==> src/inc/sat_pkg.sv <==
// Package for the serial transmitter: register offsets, field positions, reset values and carrier types.
// Assumes a single 10 MHz system clock and a simple strobe register port.
package sat_pkg;

  localparam int unsigned SAT_ADDR_W = 4;

  // Register offsets.
  localparam logic [3:0] SAT_OFF_TX_STATUS_CONTROL = 4'h0;
  localparam logic [3:0] SAT_OFF_RX_STATUS_CONTROL = 4'h1;
  localparam logic [3:0] SAT_OFF_BAUD_RATE_CONTROL = 4'h2;
  localparam logic [3:0] SAT_OFF_BAUD_DIVISOR_LOW = 4'h3;
  localparam logic [3:0] SAT_OFF_BAUD_DIVISOR_HIGH = 4'h4;
  localparam logic [3:0] SAT_OFF_TX_BUFFER = 4'h5;
  localparam logic [3:0] SAT_OFF_IRQ_ENABLE = 4'h6;
  localparam logic [3:0] SAT_OFF_IRQ_FLAGS = 4'h7;

  // Field positions in tx_status_control.
  localparam int unsigned SAT_TXC_CLOCK_SOURCE_MASTER = 7;
  localparam int unsigned SAT_TXC_NINE_BIT_TX = 6;
  localparam int unsigned SAT_TXC_TX_ENABLE = 5;
  localparam int unsigned SAT_TXC_SYNC_SELECT = 4;
  localparam int unsigned SAT_TXC_BAUD_HIGH_SPEED = 2;
  localparam int unsigned SAT_TXC_TX_SHIFT_EMPTY = 1;
  localparam int unsigned SAT_TXC_NINTH_TX_BIT = 0;

  // Field positions in rx_status_control.
  localparam int unsigned SAT_RXC_PORT_ENABLE = 7;
  localparam int unsigned SAT_RXC_SINGLE_RX_ENABLE = 5;
  localparam int unsigned SAT_RXC_CONTINUOUS_RX_ENABLE = 4;

  // Field positions in baud_rate_control.
  localparam int unsigned SAT_BRC_AUTOBAUD_OVERFLOW = 7;
  localparam int unsigned SAT_BRC_RX_IDLE_FLAG = 6;
  localparam int unsigned SAT_BRC_POLARITY_SELECT = 4;
  localparam int unsigned SAT_BRC_BAUD_GEN_WIDE = 3;
  localparam int unsigned SAT_BRC_WAKEUP_ENABLE = 1;
  localparam int unsigned SAT_BRC_AUTOBAUD_ENABLE = 0;
  localparam logic [7:0] SAT_BRC_WRITE_MASK = 8'h1b;

  // Interrupt enable and flag positions.
  localparam int unsigned SAT_IRQ_TX = 4;
  localparam int unsigned SAT_IRQ_RX = 5;

  // Reset values.
  localparam logic [7:0] SAT_RST_TX_STATUS_CONTROL = 8'h02;
  localparam logic [7:0] SAT_RST_RX_STATUS_CONTROL = 8'h00;
  localparam logic [7:0] SAT_RST_BAUD_RATE_CONTROL = 8'h00;
  localparam logic [7:0] SAT_RST_BYTE = 8'h00;

  // Frame and flag timing counts.
  localparam logic [3:0] SAT_DATA_BITS_8 = 4'h8;
  localparam logic [3:0] SAT_DATA_BITS_9 = 4'h9;
  localparam logic [1:0] SAT_FLAG_SETTLE_CYCLES = 2'h2;

  typedef struct packed {
    logic [7:0] addr_pad;
    logic [3:0] addr;
    logic [7:0] wdata;
    logic wr;
    logic rd;
  } sat_bus_req_type;

  typedef struct packed {
    logic clk_o;
    logic clk_oe;
    logic dat_o;
    logic dat_oe;
  } sat_pins_type;

  typedef enum logic [1:0] {
    SAT_IDLE,
    SAT_START,
    SAT_DATA,
    SAT_STOP
  } sat_state_type;

endpackage

==> src/design/sat_tx.sv <==
// Serial transmitter with asynchronous frames and synchronous master transmit.
// Assumes a single-clock register port; receive-side status inputs are synchronised inside, pin inputs are unused.
// Operation
// - Idle mark, start, 8 or 9 data, stop
// - Each async bit lasts one baud period, sync bit two
// - Data shifted least significant bit first
// - Shared format and rate, no hardware parity
// - Async needs tx enable, async, port enable
// - Empty flag sets with tx enable
// - Buffer moves to shifter when free
// - Async polarity inverts idle and data
// - Empty flag clear only when buffer waits
// - Flag valid from second cycle after write
// - Flag ignores irq enable, request gated
// - Wake-up sets receive flag, then self-clears
// - Sync mode: no start or stop bits
// - Sync master select, receive enables off
// - Master drives clock, one per bit
// - Data changes on leading clock edge
// - Sync polarity sets clock idle level
// - Sync data on data pin, buffered waits
`timescale 1ns/10ps
`default_nettype none

module sat_tx
  import sat_pkg::*;
(
  // Clock and reset.
  input wire logic SYS_CLK_I,
  input wire logic ARST_N_I,
  // Register port.
  input wire logic [3:0] ADDR_I,
  input wire logic [7:0] WDATA_I,
  input wire logic WR_I,
  input wire logic RD_I,
  output logic [7:0] RDATA_O,
  // Status inputs from the receive side.
  input wire logic AUTOBAUD_OVF_I,
  input wire logic RX_IDLE_I,
  input wire logic RX_WAKE_EDGE_I,
  // Pins.
  input wire logic TX_CLOCK_PIN_I,
  output logic TX_CLOCK_PIN_O,
  output logic TX_CLOCK_PIN_OE_O,
  input wire logic RX_DATA_PIN_I,
  output logic RX_DATA_PIN_O,
  output logic RX_DATA_PIN_OE_O,
  // Interrupt request towards the core.
  output logic TX_IRQ_O
);

  function automatic logic [15:0] sat_reload(input logic wide, input logic [15:0] div);
    sat_reload = wide ? div : {8'h00, div[7:0]};
  endfunction

  logic [7:0] txc_r, rxc_r, brc_r, div_lo_r, div_hi_r, tx_buffer_r, irq_en_r;
  logic [8:0] tx_shift_reg_r;
  logic buf_full_r, rx_flag_r, ovf_s1_r, ovf_s2_r, idle_s1_r, idle_s2_r, wk_s1_r, wk_s2_r, wk_d_r;
  logic [15:0] brg_cnt_r;
  logic [3:0] bit_cnt_r;
  logic half_r;
  logic [1:0] settle_r;
  logic empty_view_r;
  logic [7:0] rdata_r;
  sat_state_type state_r;
  sat_pins_type pins;

  logic port_en, tx_en, sync_mode, master, pol, nine, async_act, sync_act, active, tick, load;
  logic wake_rise, flag_live;

  assign port_en = rxc_r[SAT_RXC_PORT_ENABLE];
  assign tx_en = txc_r[SAT_TXC_TX_ENABLE];
  assign sync_mode = txc_r[SAT_TXC_SYNC_SELECT];
  assign master = txc_r[SAT_TXC_CLOCK_SOURCE_MASTER];
  assign pol = brc_r[SAT_BRC_POLARITY_SELECT];
  assign nine = txc_r[SAT_TXC_NINE_BIT_TX];
  assign async_act = tx_en & ~sync_mode & port_en;
  assign sync_act = tx_en & sync_mode & master & port_en & ~rxc_r[SAT_RXC_SINGLE_RX_ENABLE]
    & ~rxc_r[SAT_RXC_CONTINUOUS_RX_ENABLE];
  assign active = async_act | sync_act;
  assign tick = (brg_cnt_r == 16'h0000);
  assign load = active & buf_full_r & (state_r == SAT_IDLE);
  assign wake_rise = wk_s2_r & ~wk_d_r;
  // Hardware state view of the empty flag; the register copy lags by design.
  assign flag_live = tx_en & ~buf_full_r;

  // Input synchronisers.
  always_ff @(posedge SYS_CLK_I or negedge ARST_N_I) begin
    if (!ARST_N_I) begin
      ovf_s1_r <= 1'b0;
      ovf_s2_r <= 1'b0;
      idle_s1_r <= 1'b1;
      idle_s2_r <= 1'b1;
      wk_s1_r <= 1'b0;
      wk_s2_r <= 1'b0;
      wk_d_r <= 1'b0;
    end else begin
      ovf_s1_r <= AUTOBAUD_OVF_I;
      ovf_s2_r <= ovf_s1_r;
      idle_s1_r <= RX_IDLE_I;
      idle_s2_r <= idle_s1_r;
      wk_s1_r <= RX_WAKE_EDGE_I;
      wk_s2_r <= wk_s1_r;
      wk_d_r <= wk_s2_r;
    end
  end

  // Control registers.
  always_ff @(posedge SYS_CLK_I or negedge ARST_N_I) begin
    if (!ARST_N_I) begin
      txc_r <= SAT_RST_TX_STATUS_CONTROL;
      rxc_r <= SAT_RST_RX_STATUS_CONTROL;
      brc_r <= SAT_RST_BAUD_RATE_CONTROL;
      div_lo_r <= SAT_RST_BYTE;
      div_hi_r <= SAT_RST_BYTE;
      irq_en_r <= SAT_RST_BYTE;
    end else begin
      if (WR_I && ADDR_I == SAT_OFF_TX_STATUS_CONTROL) begin
        txc_r <= {WDATA_I[7:2], 1'b0, WDATA_I[0]};
      end
      if (WR_I && ADDR_I == SAT_OFF_RX_STATUS_CONTROL) begin
        rxc_r <= WDATA_I;
      end
      if (WR_I && ADDR_I == SAT_OFF_BAUD_DIVISOR_LOW) begin
        div_lo_r <= WDATA_I;
      end
      if (WR_I && ADDR_I == SAT_OFF_BAUD_DIVISOR_HIGH) begin
        div_hi_r <= WDATA_I;
      end
      if (WR_I && ADDR_I == SAT_OFF_IRQ_ENABLE) begin
        irq_en_r <= WDATA_I;
      end
      if (WR_I && ADDR_I == SAT_OFF_BAUD_RATE_CONTROL) begin
        brc_r <= WDATA_I & SAT_BRC_WRITE_MASK;
      end else if (wake_rise && brc_r[SAT_BRC_WAKEUP_ENABLE] && !sync_mode) begin
        brc_r[SAT_BRC_WAKEUP_ENABLE] <= 1'b0;
      end
    end
  end

  // Receive flag raised by a wake-up event; the set wins over a software clear.
  always_ff @(posedge SYS_CLK_I or negedge ARST_N_I) begin
    if (!ARST_N_I) begin
      rx_flag_r <= 1'b0;
    end else if (wake_rise && brc_r[SAT_BRC_WAKEUP_ENABLE] && !sync_mode) begin
      rx_flag_r <= 1'b1;
    end else if (WR_I && ADDR_I == SAT_OFF_IRQ_FLAGS && !WDATA_I[SAT_IRQ_RX]) begin
      rx_flag_r <= 1'b0;
    end
  end

  // Transmit buffer; a disabled transmitter drops any queued byte.
  always_ff @(posedge SYS_CLK_I or negedge ARST_N_I) begin
    if (!ARST_N_I) begin
      tx_buffer_r <= SAT_RST_BYTE;
      buf_full_r <= 1'b0;
    end else if (!active) begin
      buf_full_r <= 1'b0;
    end else if (WR_I && ADDR_I == SAT_OFF_TX_BUFFER) begin
      tx_buffer_r <= WDATA_I;
      buf_full_r <= 1'b1;
    end else if (load) begin
      buf_full_r <= 1'b0;
    end
  end

  // Empty flag register copy updates two cycles after a buffer write.
  always_ff @(posedge SYS_CLK_I or negedge ARST_N_I) begin
    if (!ARST_N_I) begin
      settle_r <= 2'h0;
      empty_view_r <= 1'b0;
    end else begin
      if (WR_I && ADDR_I == SAT_OFF_TX_BUFFER) begin
        settle_r <= SAT_FLAG_SETTLE_CYCLES;
      end else if (settle_r != 2'h0) begin
        settle_r <= settle_r - 2'h1;
      end
      if (settle_r <= 2'h1) begin
        empty_view_r <= flag_live;
      end
    end
  end

  // Baud generator; in sync mode each baud tick is one clock half period.
  always_ff @(posedge SYS_CLK_I or negedge ARST_N_I) begin
    if (!ARST_N_I) begin
      brg_cnt_r <= 16'h0000;
    end else if (state_r == SAT_IDLE || tick) begin
      brg_cnt_r <= sat_reload(brc_r[SAT_BRC_BAUD_GEN_WIDE], {div_hi_r, div_lo_r});
    end else begin
      brg_cnt_r <= brg_cnt_r - 16'h0001;
    end
  end

  // Frame sequencer.
  always_ff @(posedge SYS_CLK_I or negedge ARST_N_I) begin
    if (!ARST_N_I) begin
      state_r <= SAT_IDLE;
      tx_shift_reg_r <= 9'h1ff;
      bit_cnt_r <= 4'h0;
      half_r <= 1'b0;
    end else if (!active) begin
      state_r <= SAT_IDLE;
      half_r <= 1'b0;
    end else begin
      unique case (state_r)
        SAT_IDLE: begin
          if (load) begin
            tx_shift_reg_r <= {txc_r[SAT_TXC_NINTH_TX_BIT], tx_buffer_r};
            bit_cnt_r <= nine ? SAT_DATA_BITS_9 : SAT_DATA_BITS_8;
            half_r <= 1'b0;
            state_r <= sync_mode ? SAT_DATA : SAT_START;
          end
        end
        SAT_START: begin
          if (tick) begin
            state_r <= SAT_DATA;
          end
        end
        SAT_DATA: begin
          if (tick) begin
            half_r <= ~half_r;
            if (!sync_mode || half_r) begin
              tx_shift_reg_r <= {1'b1, tx_shift_reg_r[8:1]};
              bit_cnt_r <= bit_cnt_r - 4'h1;
              if (bit_cnt_r == 4'h1) begin
                state_r <= sync_mode ? SAT_IDLE : SAT_STOP;
              end
            end
          end
        end
        SAT_STOP: begin
          if (tick) begin
            state_r <= SAT_IDLE;
          end
        end
      endcase
    end
  end

  // Pin drive.
  always_comb begin
    pins.clk_o = 1'b1 ^ pol;
    pins.clk_oe = port_en;
    pins.dat_o = 1'b0;
    pins.dat_oe = 1'b0;
    if (sync_mode) begin
      pins.clk_oe = port_en & master;
      pins.clk_o = pol ^ ((state_r == SAT_DATA) & ~half_r);
      pins.dat_o = tx_shift_reg_r[0];
      pins.dat_oe = sync_act;
    end else if (state_r == SAT_START) begin
      pins.clk_o = pol;
    end else if (state_r == SAT_DATA) begin
      pins.clk_o = tx_shift_reg_r[0] ^ pol;
    end
  end

  assign TX_CLOCK_PIN_O = pins.clk_o;
  assign TX_CLOCK_PIN_OE_O = pins.clk_oe;
  assign RX_DATA_PIN_O = pins.dat_o;
  assign RX_DATA_PIN_OE_O = pins.dat_oe;
  assign TX_IRQ_O = empty_view_r & irq_en_r[SAT_IRQ_TX];

  // Read data, valid in the cycle after the strobe. The flags register ignores software writes to the empty flag.
  always_ff @(posedge SYS_CLK_I or negedge ARST_N_I) begin
    if (!ARST_N_I) begin
      rdata_r <= 8'h00;
    end else if (RD_I) begin
      unique case (ADDR_I)
        SAT_OFF_TX_STATUS_CONTROL: rdata_r <= {txc_r[7:2], (state_r == SAT_IDLE), txc_r[0]};
        SAT_OFF_RX_STATUS_CONTROL: rdata_r <= rxc_r;
        SAT_OFF_BAUD_RATE_CONTROL: rdata_r <= {ovf_s2_r & ~sync_mode, idle_s2_r, brc_r[5:0]};
        SAT_OFF_BAUD_DIVISOR_LOW: rdata_r <= div_lo_r;
        SAT_OFF_BAUD_DIVISOR_HIGH: rdata_r <= div_hi_r;
        SAT_OFF_TX_BUFFER: rdata_r <= tx_buffer_r;
        SAT_OFF_IRQ_ENABLE: rdata_r <= irq_en_r;
        SAT_OFF_IRQ_FLAGS: rdata_r <= {2'h0, rx_flag_r, empty_view_r, 4'h0};
        default: rdata_r <= 8'h00;
      endcase
    end else begin
      rdata_r <= 8'h00;
    end
  end

  assign RDATA_O = rdata_r;

endmodule

`default_nettype wire

==> config.mk <==
export PLATFORM = sky130hd
export DESIGN_NAME = sat_tx
export DESIGN_NICKNAME = d
export VERILOG_FILES = /design/src/inc/sat_pkg.sv /design/src/design/sat_tx.sv
export SDC_FILE = /design/constraint.sdc
export NUM_CORES = 1
export LEC_CHECK = 0
export ABC_AREA = 1
export BUFFER_PORTS_ARGS = -buffer_cell sky130_fd_sc_hd__buf_2
export CORE_AREA = 2 2 111 91
export CTS_CLUSTER_DIAMETER = 50
export DETAILED_ROUTE_END_ITERATION = 16
export DIE_AREA = 0 0 113 93
export PLACE_DENSITY = 0.86
export SYNTH_ARGS = -nofsm -noshare
export SYNTH_HDL_FRONTEND = slang
export SYNTH_SLANG_ARGS = --single-unit
==> constraint.sdc <==
create_clock -name SYS_CLK_I -period 1.7 [get_ports SYS_CLK_I]
set_clock_uncertainty 0.1 [all_clocks]
set_input_delay 0.17 -clock SYS_CLK_I [delete_from_list [all_inputs] [get_ports SYS_CLK_I]]
set_output_delay 0.17 -clock SYS_CLK_I [all_outputs]
set_load 0.02 [all_outputs]
-- Word level (Yosys, flattened, before mapping)
Index checks and enable logic that the tools add are counted.
- logic and storage cells: 142
- output and inout port bits: 13
- bits in writable memories: 0
- input bits: 21
- flip-flop bits (word level): 104
- memories kept: 0
- latch bits: 0
- memory bits (read-only): 0
- reduce and logical (&&, ||, !) cells: 27
- bitwise logic cells: 25
- shift operators: 0
- add/sub/neg operators: 3
- divide/modulo/power cells: 0
- equal/unequal tests: 22
- mux-type cells: 39
- order comparisons: 1
- multiply operators: 0
- operators by type and width (operator ; count):
    $pmux W8 S8 ; 1
    $mux W16 ; 2
    $mux W9 ; 3
    $mux W2 ; 11
    $ne A3 B3 Y1 const B ; 6
    $pmux W9 S2 ; 1
    $eq A4 B3 Y1 const B ; 4
    $logic_not A16 Y1 ; 1
    $sub A16 B1 Y16 const B ; 1
    $and A1 B1 Y1 ; 15
    $mux W1 ; 13
    $mux W4 ; 3
    $logic_and A1 B1 Y1 ; 11
    $reduce_bool A2 Y1 ; 5
    $eq A4 B1 Y1 const B ; 2
    $eq A4 B2 Y1 const B ; 2
    $mux W8 ; 1
    $pmux W2 S4 ; 1
    $pmux W4 S2 ; 1
    $not A1 Y1 ; 7
    $ne A2 B2 Y1 const B ; 3
    $ne A3 B1 Y1 const B ; 2
    $reduce_and A6 Y1 ; 1
    $reduce_and A5 Y1 ; 1
    other kinds (15) ; 19

-- Longest topological paths before layout
Gate-level depths: netlist of run 1.
- depth in word-level cells: 11
- mapped depth: 14
- mapped depth without buffers: 13

-- Worst setup path before layout of run 1
OpenSTA, ideal clock, no wires.
- path kind: reg2reg
- start: reg brg_cnt_r[0]
- end: reg bit_cnt_r[3]
- setup slack: 31 ps
- buffers on the path: 1
- cell stages (with the launch flop): 15
- setup time: 117 ps
- arrival time: 1452 ps
- required time: 1483 ps
- cells stage by stage: dfrtp_1 inv_1 ha_1 inv_1 nor2_1 nand2_1 nor2_1 nand2_1 nand2_1 nand2_2 clkinv_2 nand2_4 buf_6 nand2_1 nand2_1
- longest elaborated chain between the ends: 3
- RTL lines (what ; line ; source):
    start: declaration ; sat_tx.sv:59 ; logic [15:0] brg_cnt_r;
    start signal: assignment ; sat_tx.sv:189 ; brg_cnt_r <= sat_reload(brc_r[SAT_BRC_BAUD_GEN_WIDE], {div_hi_r, div_lo_r});
    start signal: assignment ; sat_tx.sv:191 ; brg_cnt_r <= brg_cnt_r - 16'h0001;
    $logic_not A16 Y1 ; sat_tx.sv:81 ; assign tick = (brg_cnt_r == 16'h0000);
    $ne A2 B2 Y1 (no source line) ; n/a ;
    $reduce_and A5 Y1 (no source line) ; n/a ;
    end signal: assignment ; sat_tx.sv:210 ; bit_cnt_r <= nine ? SAT_DATA_BITS_9 : SAT_DATA_BITS_8;
    end signal: assignment ; sat_tx.sv:225 ; bit_cnt_r <= bit_cnt_r - 4'h1;
    end: declaration ; sat_tx.sv:60 ; logic [3:0] bit_cnt_r;
Every way passes these cells.
A chain may end at the register's enable or synchronous reset.

-- Final worst setup path of run 1
- start: reg rxc_r[4]
- end: reg bit_cnt_r[0]
- longest elaborated chain between the ends: 7
- RTL lines (what ; line ; source):
    start: declaration ; sat_tx.sv:56 ; logic [7:0] txc_r, rxc_r, brc_r, div_lo_r, div_hi_r, tx_buffer_r, irq_en_r;
    start signal: assignment ; sat_tx.sv:112 ; rxc_r <= SAT_RST_RX_STATUS_CONTROL;
    start signal: assignment ; sat_tx.sv:122 ; rxc_r <= WDATA_I;
    $not A1 Y1 (*) ; sat_tx.sv:79 ; & ~rxc_r[SAT_RXC_CONTINUOUS_RX_ENABLE];
    $and A1 B1 Y1 (*) ; sat_tx.sv:79 ;
    $or A1 B1 Y1 (*) ; sat_tx.sv:80 ; assign active = async_act | sync_act;
    $and A1 B1 Y1 (2 in series) ; sat_tx.sv:82 ; assign load = active & buf_full_r & (state_r == SAT_IDLE);
    $ne A2 B2 Y1 (no source line) ; n/a ;
    $reduce_and A5 Y1 (no source line) (*) ; n/a ;
Every way passes the cells marked *; elsewhere a longest branch is shown, timed or not.

==> qor.csv, run 1 <==
metric,value,unit
status,"finished, violations left",
failing checks,"DRC, setup timing",
Gate power share,22.7,%
post-synthesis sequential area ratio,52.2,%
Hold/Removal Path Class,in2reg,
Post-DRT Antenna Nets,0,
drt total wl,14.1,mm
post-synthesis simple-gate area fraction,24.9,%
Die Wd,113,um
hold path start,WDATA_I[5],
# rows,32,
Flop pwr share,47.9,%
required time of the critical path,1830,ps
core area,9450,um^2
worst-case clock buffer depth,2,
clk root buf,clkbuf_16,
Synth Register Bits,103,
HPWL after detailed placement,9.25,mm
DP Cell Count,772,
internal power,4.38,mW
Max-Cap Viols,0,
number of port buffers,31,
leak pwr,2.97,nW
Num Clock Sinks,103,
Pwr Density,1060,nW/um^2
DP Worst Slack,-92.4,ps
largest net degree at the start of global routing,41,
crit path kind,reg2reg,
Rel. slew slack,67.8,%
setup_tns,-980,ps
mux cell area share after synthesis,0,%
Synth Area in Adders,1.51,%
async set-reset flop share out of synthesis,100,%
Worst Tran Pin Value,482,ps
critical path endpoint category,register,
die area,10500,um^2
period utilisation layout,106,%
wire per inst,17.5,um
vias per cell,5.82,
Tot GR Track Use,26.3,%
fraction of layout cells with a size suffix above 1,22.7,%
CP Launch Type,register,
syn nets,643,
WHS Endpoint,rx_flag_r$_DFFE_PN0P_,
first-pass GRT wire length,21.5,mm
xor and xnor area share after synthesis,1.77,%
CTS Buf Count,9,
reg2reg setup slack,-110,ps
NetSw,2.10,mW
main combinational cell family by area after synthesis,simple AND/OR/NAND/NOR gates,
vias in the first global route,4313,
Register-to-Register Path Depth,10,
global route total overflow,0,
H-tree depth,3,
# IOs,34,
n_diodes,0,
synth-to-layout area growth,22.7,%
Fmax,554,MHz
initial DRC count,522,
post-synthesis compound-gate area fraction,12.9,%
initial antenna violation count,0,
setup slack after layout,-105,ps
count of different cell masters after synthesis,33,
"Clk pin slew, worst setup/hold paths",70,ps
RR Endpoint,bit_cnt_r[0]$_DFFE_PN0P_,
Clock Latency Late Sink,350,ps
Setup Viol. Count Final,25,
Max VDD drop,0.704,mV
"Max FO, Critical Path",7,
gpl congestion,0.910,
Die Height,93,um
"Slew Viols, Final",0,
Synth Warn #,0,
clock network power share,29.4,%
Fin Hold WS,29.0,ps
"Core Util, Final",64.4,%
Post-layout nets,708,
crit path DAT,1930,ps
routed vias,4682,
mapped cell area,4960,um^2
1st-pass router iterations,12,
Tmin final,1810,ps
RSZ-0062 raised after global routing,yes,
# fillers,700,
worst hold path depth,3,
Net Sw Frac,32.4,%
worst r2r src,rxc_r[4]$_DFFE_PN0P_,
DRC viols,2,
Starting Density,52.5,%
most used flip-flop cell after synthesis,dfrtp_1,
post-synthesis area per instance,8.05,um^2
Post-synth EDFFs,0,
Synth Instances,616,
CTS tree,done,
"Hold Vio Cnt, Final",0,
final non-filler cell total,805,
how the worst max path moves through the flow:
stage,from,end,cells past startpoint
floorplan,brg_cnt_r[0]$_DFF_PN0_,bit_cnt_r[3]$_DFFE_PN0P_,14
global placement,brg_cnt_r[0]$_DFF_PN0_,bit_cnt_r[0]$_DFFE_PN0P_,13
detailed placement,brg_cnt_r[1]$_DFF_PN0_,bit_cnt_r[2]$_DFFE_PN0P_,13
CTS,state_r[0]$_DFFE_PN0P_,TX_CLOCK_PIN_O,6
global route,rxc_r[4]$_DFFE_PN0P_,bit_cnt_r[0]$_DFFE_PN0P_,10
finish,rxc_r[4]$_DFFE_PN0P_,bit_cnt_r[0]$_DFFE_PN0P_,10
what timing repair did:
action / 4_1_cts / 5_1_grt
hold buffers: 4 / 0
hold endpoints to repair: 30 / 0
buffers inserted: 7 / 3
gates cloned: 1 / 2
resized for setup: 22 / 54
setup endpoints to repair: 28 / 41
pin swaps: 7 / 31
cells by family (layout without fill, tap and decap cells):
group | after synthesis | in the layout
compound gates | 118 | 118
xor+xnor | 10 | 10
fa+ha+maj | 6 | 6
buf+inv | 81 | 150
flops | 103 | 103
simple gates | 298 | 299
through the flow:
stage / power, mW / instance area [um^2]
floorplan: 3.89 / 4960
global placement: 4.30 / 5390
detailed placement: 4.38 / 5390
CTS: 6.32 / 5830
global route: 6.78 / 6090
finish: 6.48 / 6090
cells in the mapped netlist (2+ instances only):
master	n	share of area, %
o211ai_1	2	0.30
dfstp_2	11	5.8
inv_1	61	4.6
a22o_1	2	0.35
inv_2	5	0.38
nor2_1	51	3.9
a22oi_1	2	0.30
nand2_1	193	15
nor2_4	2	0.45
nor3_1	4	0.40
xnor2_1	4	0.71
ha_1	6	1.5
nand3b_1	2	0.30
nand4_1	3	0.38
xor2_1	6	1.1
a21oi_1	19	1.9
nor2_2	2	0.25
nand2_2	4	0.50
clkbuf_1	7	0.53
dfrtp_1	92	46
buf_6	3	0.68
o22ai_1	6	0.76
o21ai_0	82	8.3
o31ai_1	3	0.45
nand3_1	35	3.5
clkbuf_2	2	0.20
final cells by class:
class | count | area, um^2 | area share [%]
Clock buffer | 13 | 240 | 3.95
Clock inverter | 3 | 23.8 | 0.391
Inverter | 67 | 268 | 4.40
Multi-Input combinational cell | 433 | 2240 | 36.9
Sequential cell | 103 | 2590 | 42.6
Tap cell | 119 | 149 | 2.45
Timing Repair Buffer | 67 | 569 | 9.35
power groups by stage:
stage	Combinational, mW	Sequential, mW	Clock [mW]
6_report	1.47	3.10	1.91
5_1_grt	1.65	3.13	2.00
4_1_cts	1.35	3.08	1.89
3_5_place_dp	1.26	3.12	0
3_3_place_gp	1.20	3.10	0
2_1_floorplan	0.841	3.05	0
registers in the layout (all words and copies together), names as in the netlist, 4 cells and up:
signal,flops
tx_shift_reg_r,9
RDATA_O,8
div_lo_r,8
brc_r,4
div_hi_r,8
irq_en_r,8
brg_cnt_r,16
bit_cnt_r,4
rxc_r,8
txc_r,7
tx_buffer_r,8
routing by layer:
layer	vias up	share of wire, %	track usage [%]
met5	-	0	0
met4	0	3.1	8.13
met3	63	9.3	5.83
met2	292	47	42.0
met1	2221	41	36.4
li1	2106	-	-
critical path, stage by stage, from the launching register on:
cell     delay [ps]
dfrtp_1         410
nor2_2          140
nand2_2          90
o21ai_4         210
buf_12          140
nand2_2          60
nor2_4          150
buf_12          140
nand2_8          70
nand2_1         100
nand2_1          80
cells in the final DEF (no fill, tap or decap), types with 2 or more instances in the layout:
cell	instances
nand3b_1	2
ha_1	5
nor3_1	3
o211ai_1	2
o21ai_2	3
o21ai_0	70
dfrtp_1	90
buf_2	29
nor2_4	2
nand3_1	18
clkbuf_1	4
inv_1	55
nor2_1	47
buf_6	3
nand2_1	179
o21ai_1	9
xor2_1	6
dlygate4sd3_1	4
a21oi_1	18
dfstp_2	11
nand2_4	3
nand2_2	16
nand4_1	3
nor2_2	6
xnor2_1	4
a22o_1	2
inv_2	10
o31ai_1	2
buf_12	6
o22ai_1	5
clkinvlp_4	3
buf_4	22
nand3_2	17
clkbuf_16	11
dfrtp_2	2
No activity file was read; power rests on OpenSTA's default activity.
==> run 2: changes to the inputs <==
==> constraint.sdc (replaced) <==
create_clock -name SYS_CLK_I -period 1.7 [get_ports SYS_CLK_I]
set_clock_uncertainty 0.1 [all_clocks]
set_input_delay 0.34 -clock SYS_CLK_I [delete_from_list [all_inputs] [get_ports SYS_CLK_I]]
set_output_delay 0.34 -clock SYS_CLK_I [all_outputs]
set_load 0.02 [all_outputs]
==> run 2 against run 1 <==
The flow finishes with violations (setup timing). Die area unchanged. Largest cell class unchanged. Sequential power about the same. Combinational power increased by 5%. Highest routed layer unchanged. Sequential cell count unchanged.
==> qor.csv, run 2 (synthesis results as in run 1) <==
metric,value,unit,change
status,"finished, violations left",,
failing checks,setup timing,,
core area,9450,um^2,unchanged
final non-filler cell total,812,,+0.87%
worst-case clock buffer depth,2,,unchanged
initial antenna violation count,0,,unchanged
Clock Latency Late Sink,350,ps,about the same
critical path launch point,state_r[1]$_DFFE_PN0P_,,
Worst Tran Pin Value,462,ps,-20.0 ps
leak pwr,3.01,nW,+1.5%
Post-layout nets,715,,+0.99%
"commonest non-fill, non-tap cell in the layout",nand2_1,,
setup slack after layout,-212,ps,-107 ps
Die Wd,113,um,unchanged
"commonest non-fill, non-tap cells in the layout","nand2_1, dfrtp_1, o21ai_0, inv_1, nor2_1",,
Num Clock Sinks,103,,unchanged
wire per inst,17.6,um,+0.64%
vias in the first global route,4658,,+8.0%
vias per cell,5.85,,+0.62%
first-pass GRT wire length,22.5,mm,+4.5%
synth-to-layout area growth,24.8,%,
Rel. slew slack,69.1,%,+1.3 points
period utilisation layout,112,%,+6.3 points
H-tree depth,3,,unchanged
drt total wl,14.3,mm,+1.5%
worst r2r src,state_r[0]$_DFFE_PN0P_,,
number of port buffers,31,,unchanged
DRC viols,0,,-2
max reg flops,16,,unchanged
fraction of layout cells with a size suffix above 1,23.2,%,+0.49 points
largest net degree at the start of global routing,48,,+17%
# rows,32,,unchanged
Tmin final,1910,ps,+107 ps
"Clk pin slew, worst setup/hold paths",70,ps,about the same
Starting Density,52.5,%,unchanged
Post-DRT Antenna Nets,0,,unchanged
DP Cell Count,779,,+0.91%
"Hold Vio Cnt, Final",0,,unchanged
Fmax,523,MHz,-5.6%
Die Height,93,um,unchanged
CP Launch Type,register,,
Max-Cap Viols,0,,unchanged
Setup Viol. Count Final,29,,+16%
HPWL after detailed placement,9.01,mm,-2.6%
Largest Register,brg_cnt_r,,
crit path kind,reg2out,,
initial DRC count,413,,-21%
n_diodes,0,,unchanged
"Max FO, Critical Path",3,,-4
gpl congestion,0.947,,+4.1%
crit path DAT,1470,ps,-460 ps
die area,10500,um^2,unchanged
CTS tree,done,,
hold path start,WDATA_I[5],,
"Core Util, Final",65.5,%,+1.1 points
CTS Buf Count,9,,unchanged
Hold/Removal Path Class,in2reg,,
Largest regs,"brg_cnt_r (16), tx_shift_reg_r (9)",,
routed vias,4752,,+1.5%
Pwr Total,6.71,mW,+3.6%
critical path endpoint category,output port,,
1st-pass router iterations,10,,-2
global route total overflow,0,,unchanged
Pwr Density,1080,nW/um^2,+1.9%
# IOs,34,,unchanged
required time of the critical path,1260,ps,-570 ps
RSZ-0062 raised after global routing,yes,,
# fillers,699,,-0.14%
"Slew Viols, Final",0,,unchanged
Tot GR Track Use,27.3,%,+0.97 points
clk root buf,clkbuf_16,,
Max VDD drop,0.813,mV,+15%
## run 2: power breakdown
part           switching, mW  total [mW]  internal, mW
sequential             0.308        3.11          2.80
clock                  0.951        2.05          1.10
combinational          0.935        1.55         0.614
total                   2.19        6.71          4.52
## run 2: through the flow
step	setup slack (ps)	setup TNS (ps)	instance area (um^2)	hold WS (ps)
after floorplan	6.08	0	4970	-55.6
after global placement	13.8	0	5430	189
after detailed placement	-64.1	-564	5430	193
after CTS	-181	-766	5960	192
after global routing	-292	-4910	6190	243
final	-212	-2570	6190	189
## run 2: area by class of cell
type	instances	area (um^2)	share of cell area [%]
clock inverter	5	46.3	0.748
sequential	103	2590	41.9
multi-input combinational	432	2280	36.8
tap	119	149	2.41
clock buffer	11	253	4.08
timing repair buffer	75	606	9.78
inverter	67	268	4.32
## run 2: path summary, 6_finish.rpt
path	to	slack, ps	cells after the start
setup / recovery	TX_CLOCK_PIN_O	-210	7
hold / removal	rx_flag_r$_DFFE_PN0P_	190	3
setup reg to reg	brg_cnt_r[14]$_DFF_PN0_	-210	9
hold reg to reg	wk_s2_r$_DFF_PN0_	250	0
max in group asynchronous	brc_r[0]$_DFFE_PN0P_	560	3
min in group asynchronous	settle_r[0]$_DFFE_PN0P_	350	2
## run 2: critical path: stages, from the launching register on
cell	delay, ps
dfrtp_1	370
inv_2	70
nor2_4	140
inv_2	70
o21ai_2	120
nand2_2	80
xor2_2	140
buf_6	140
## run 2: routing by layer
layer	up-vias	global-route usage, %	routed length [um]
met4	0	11.1	532
met3	64	5.57	1370
met5	-	0	0
met2	304	45.1	7040
li1	2122	-	-
met1	2262	35.6	5360
## run 2: what timing repair did
action | in CTS | in global routing
hold endpoints to repair | 20 | 0
cloned | 2 | 1
endpoints found under the setup margin | 21 | 37
hold buffers | 4 | 0
buffers inserted | 7 | 4
gates resized for setup | 39 | 45
pin swaps | 15 | 21
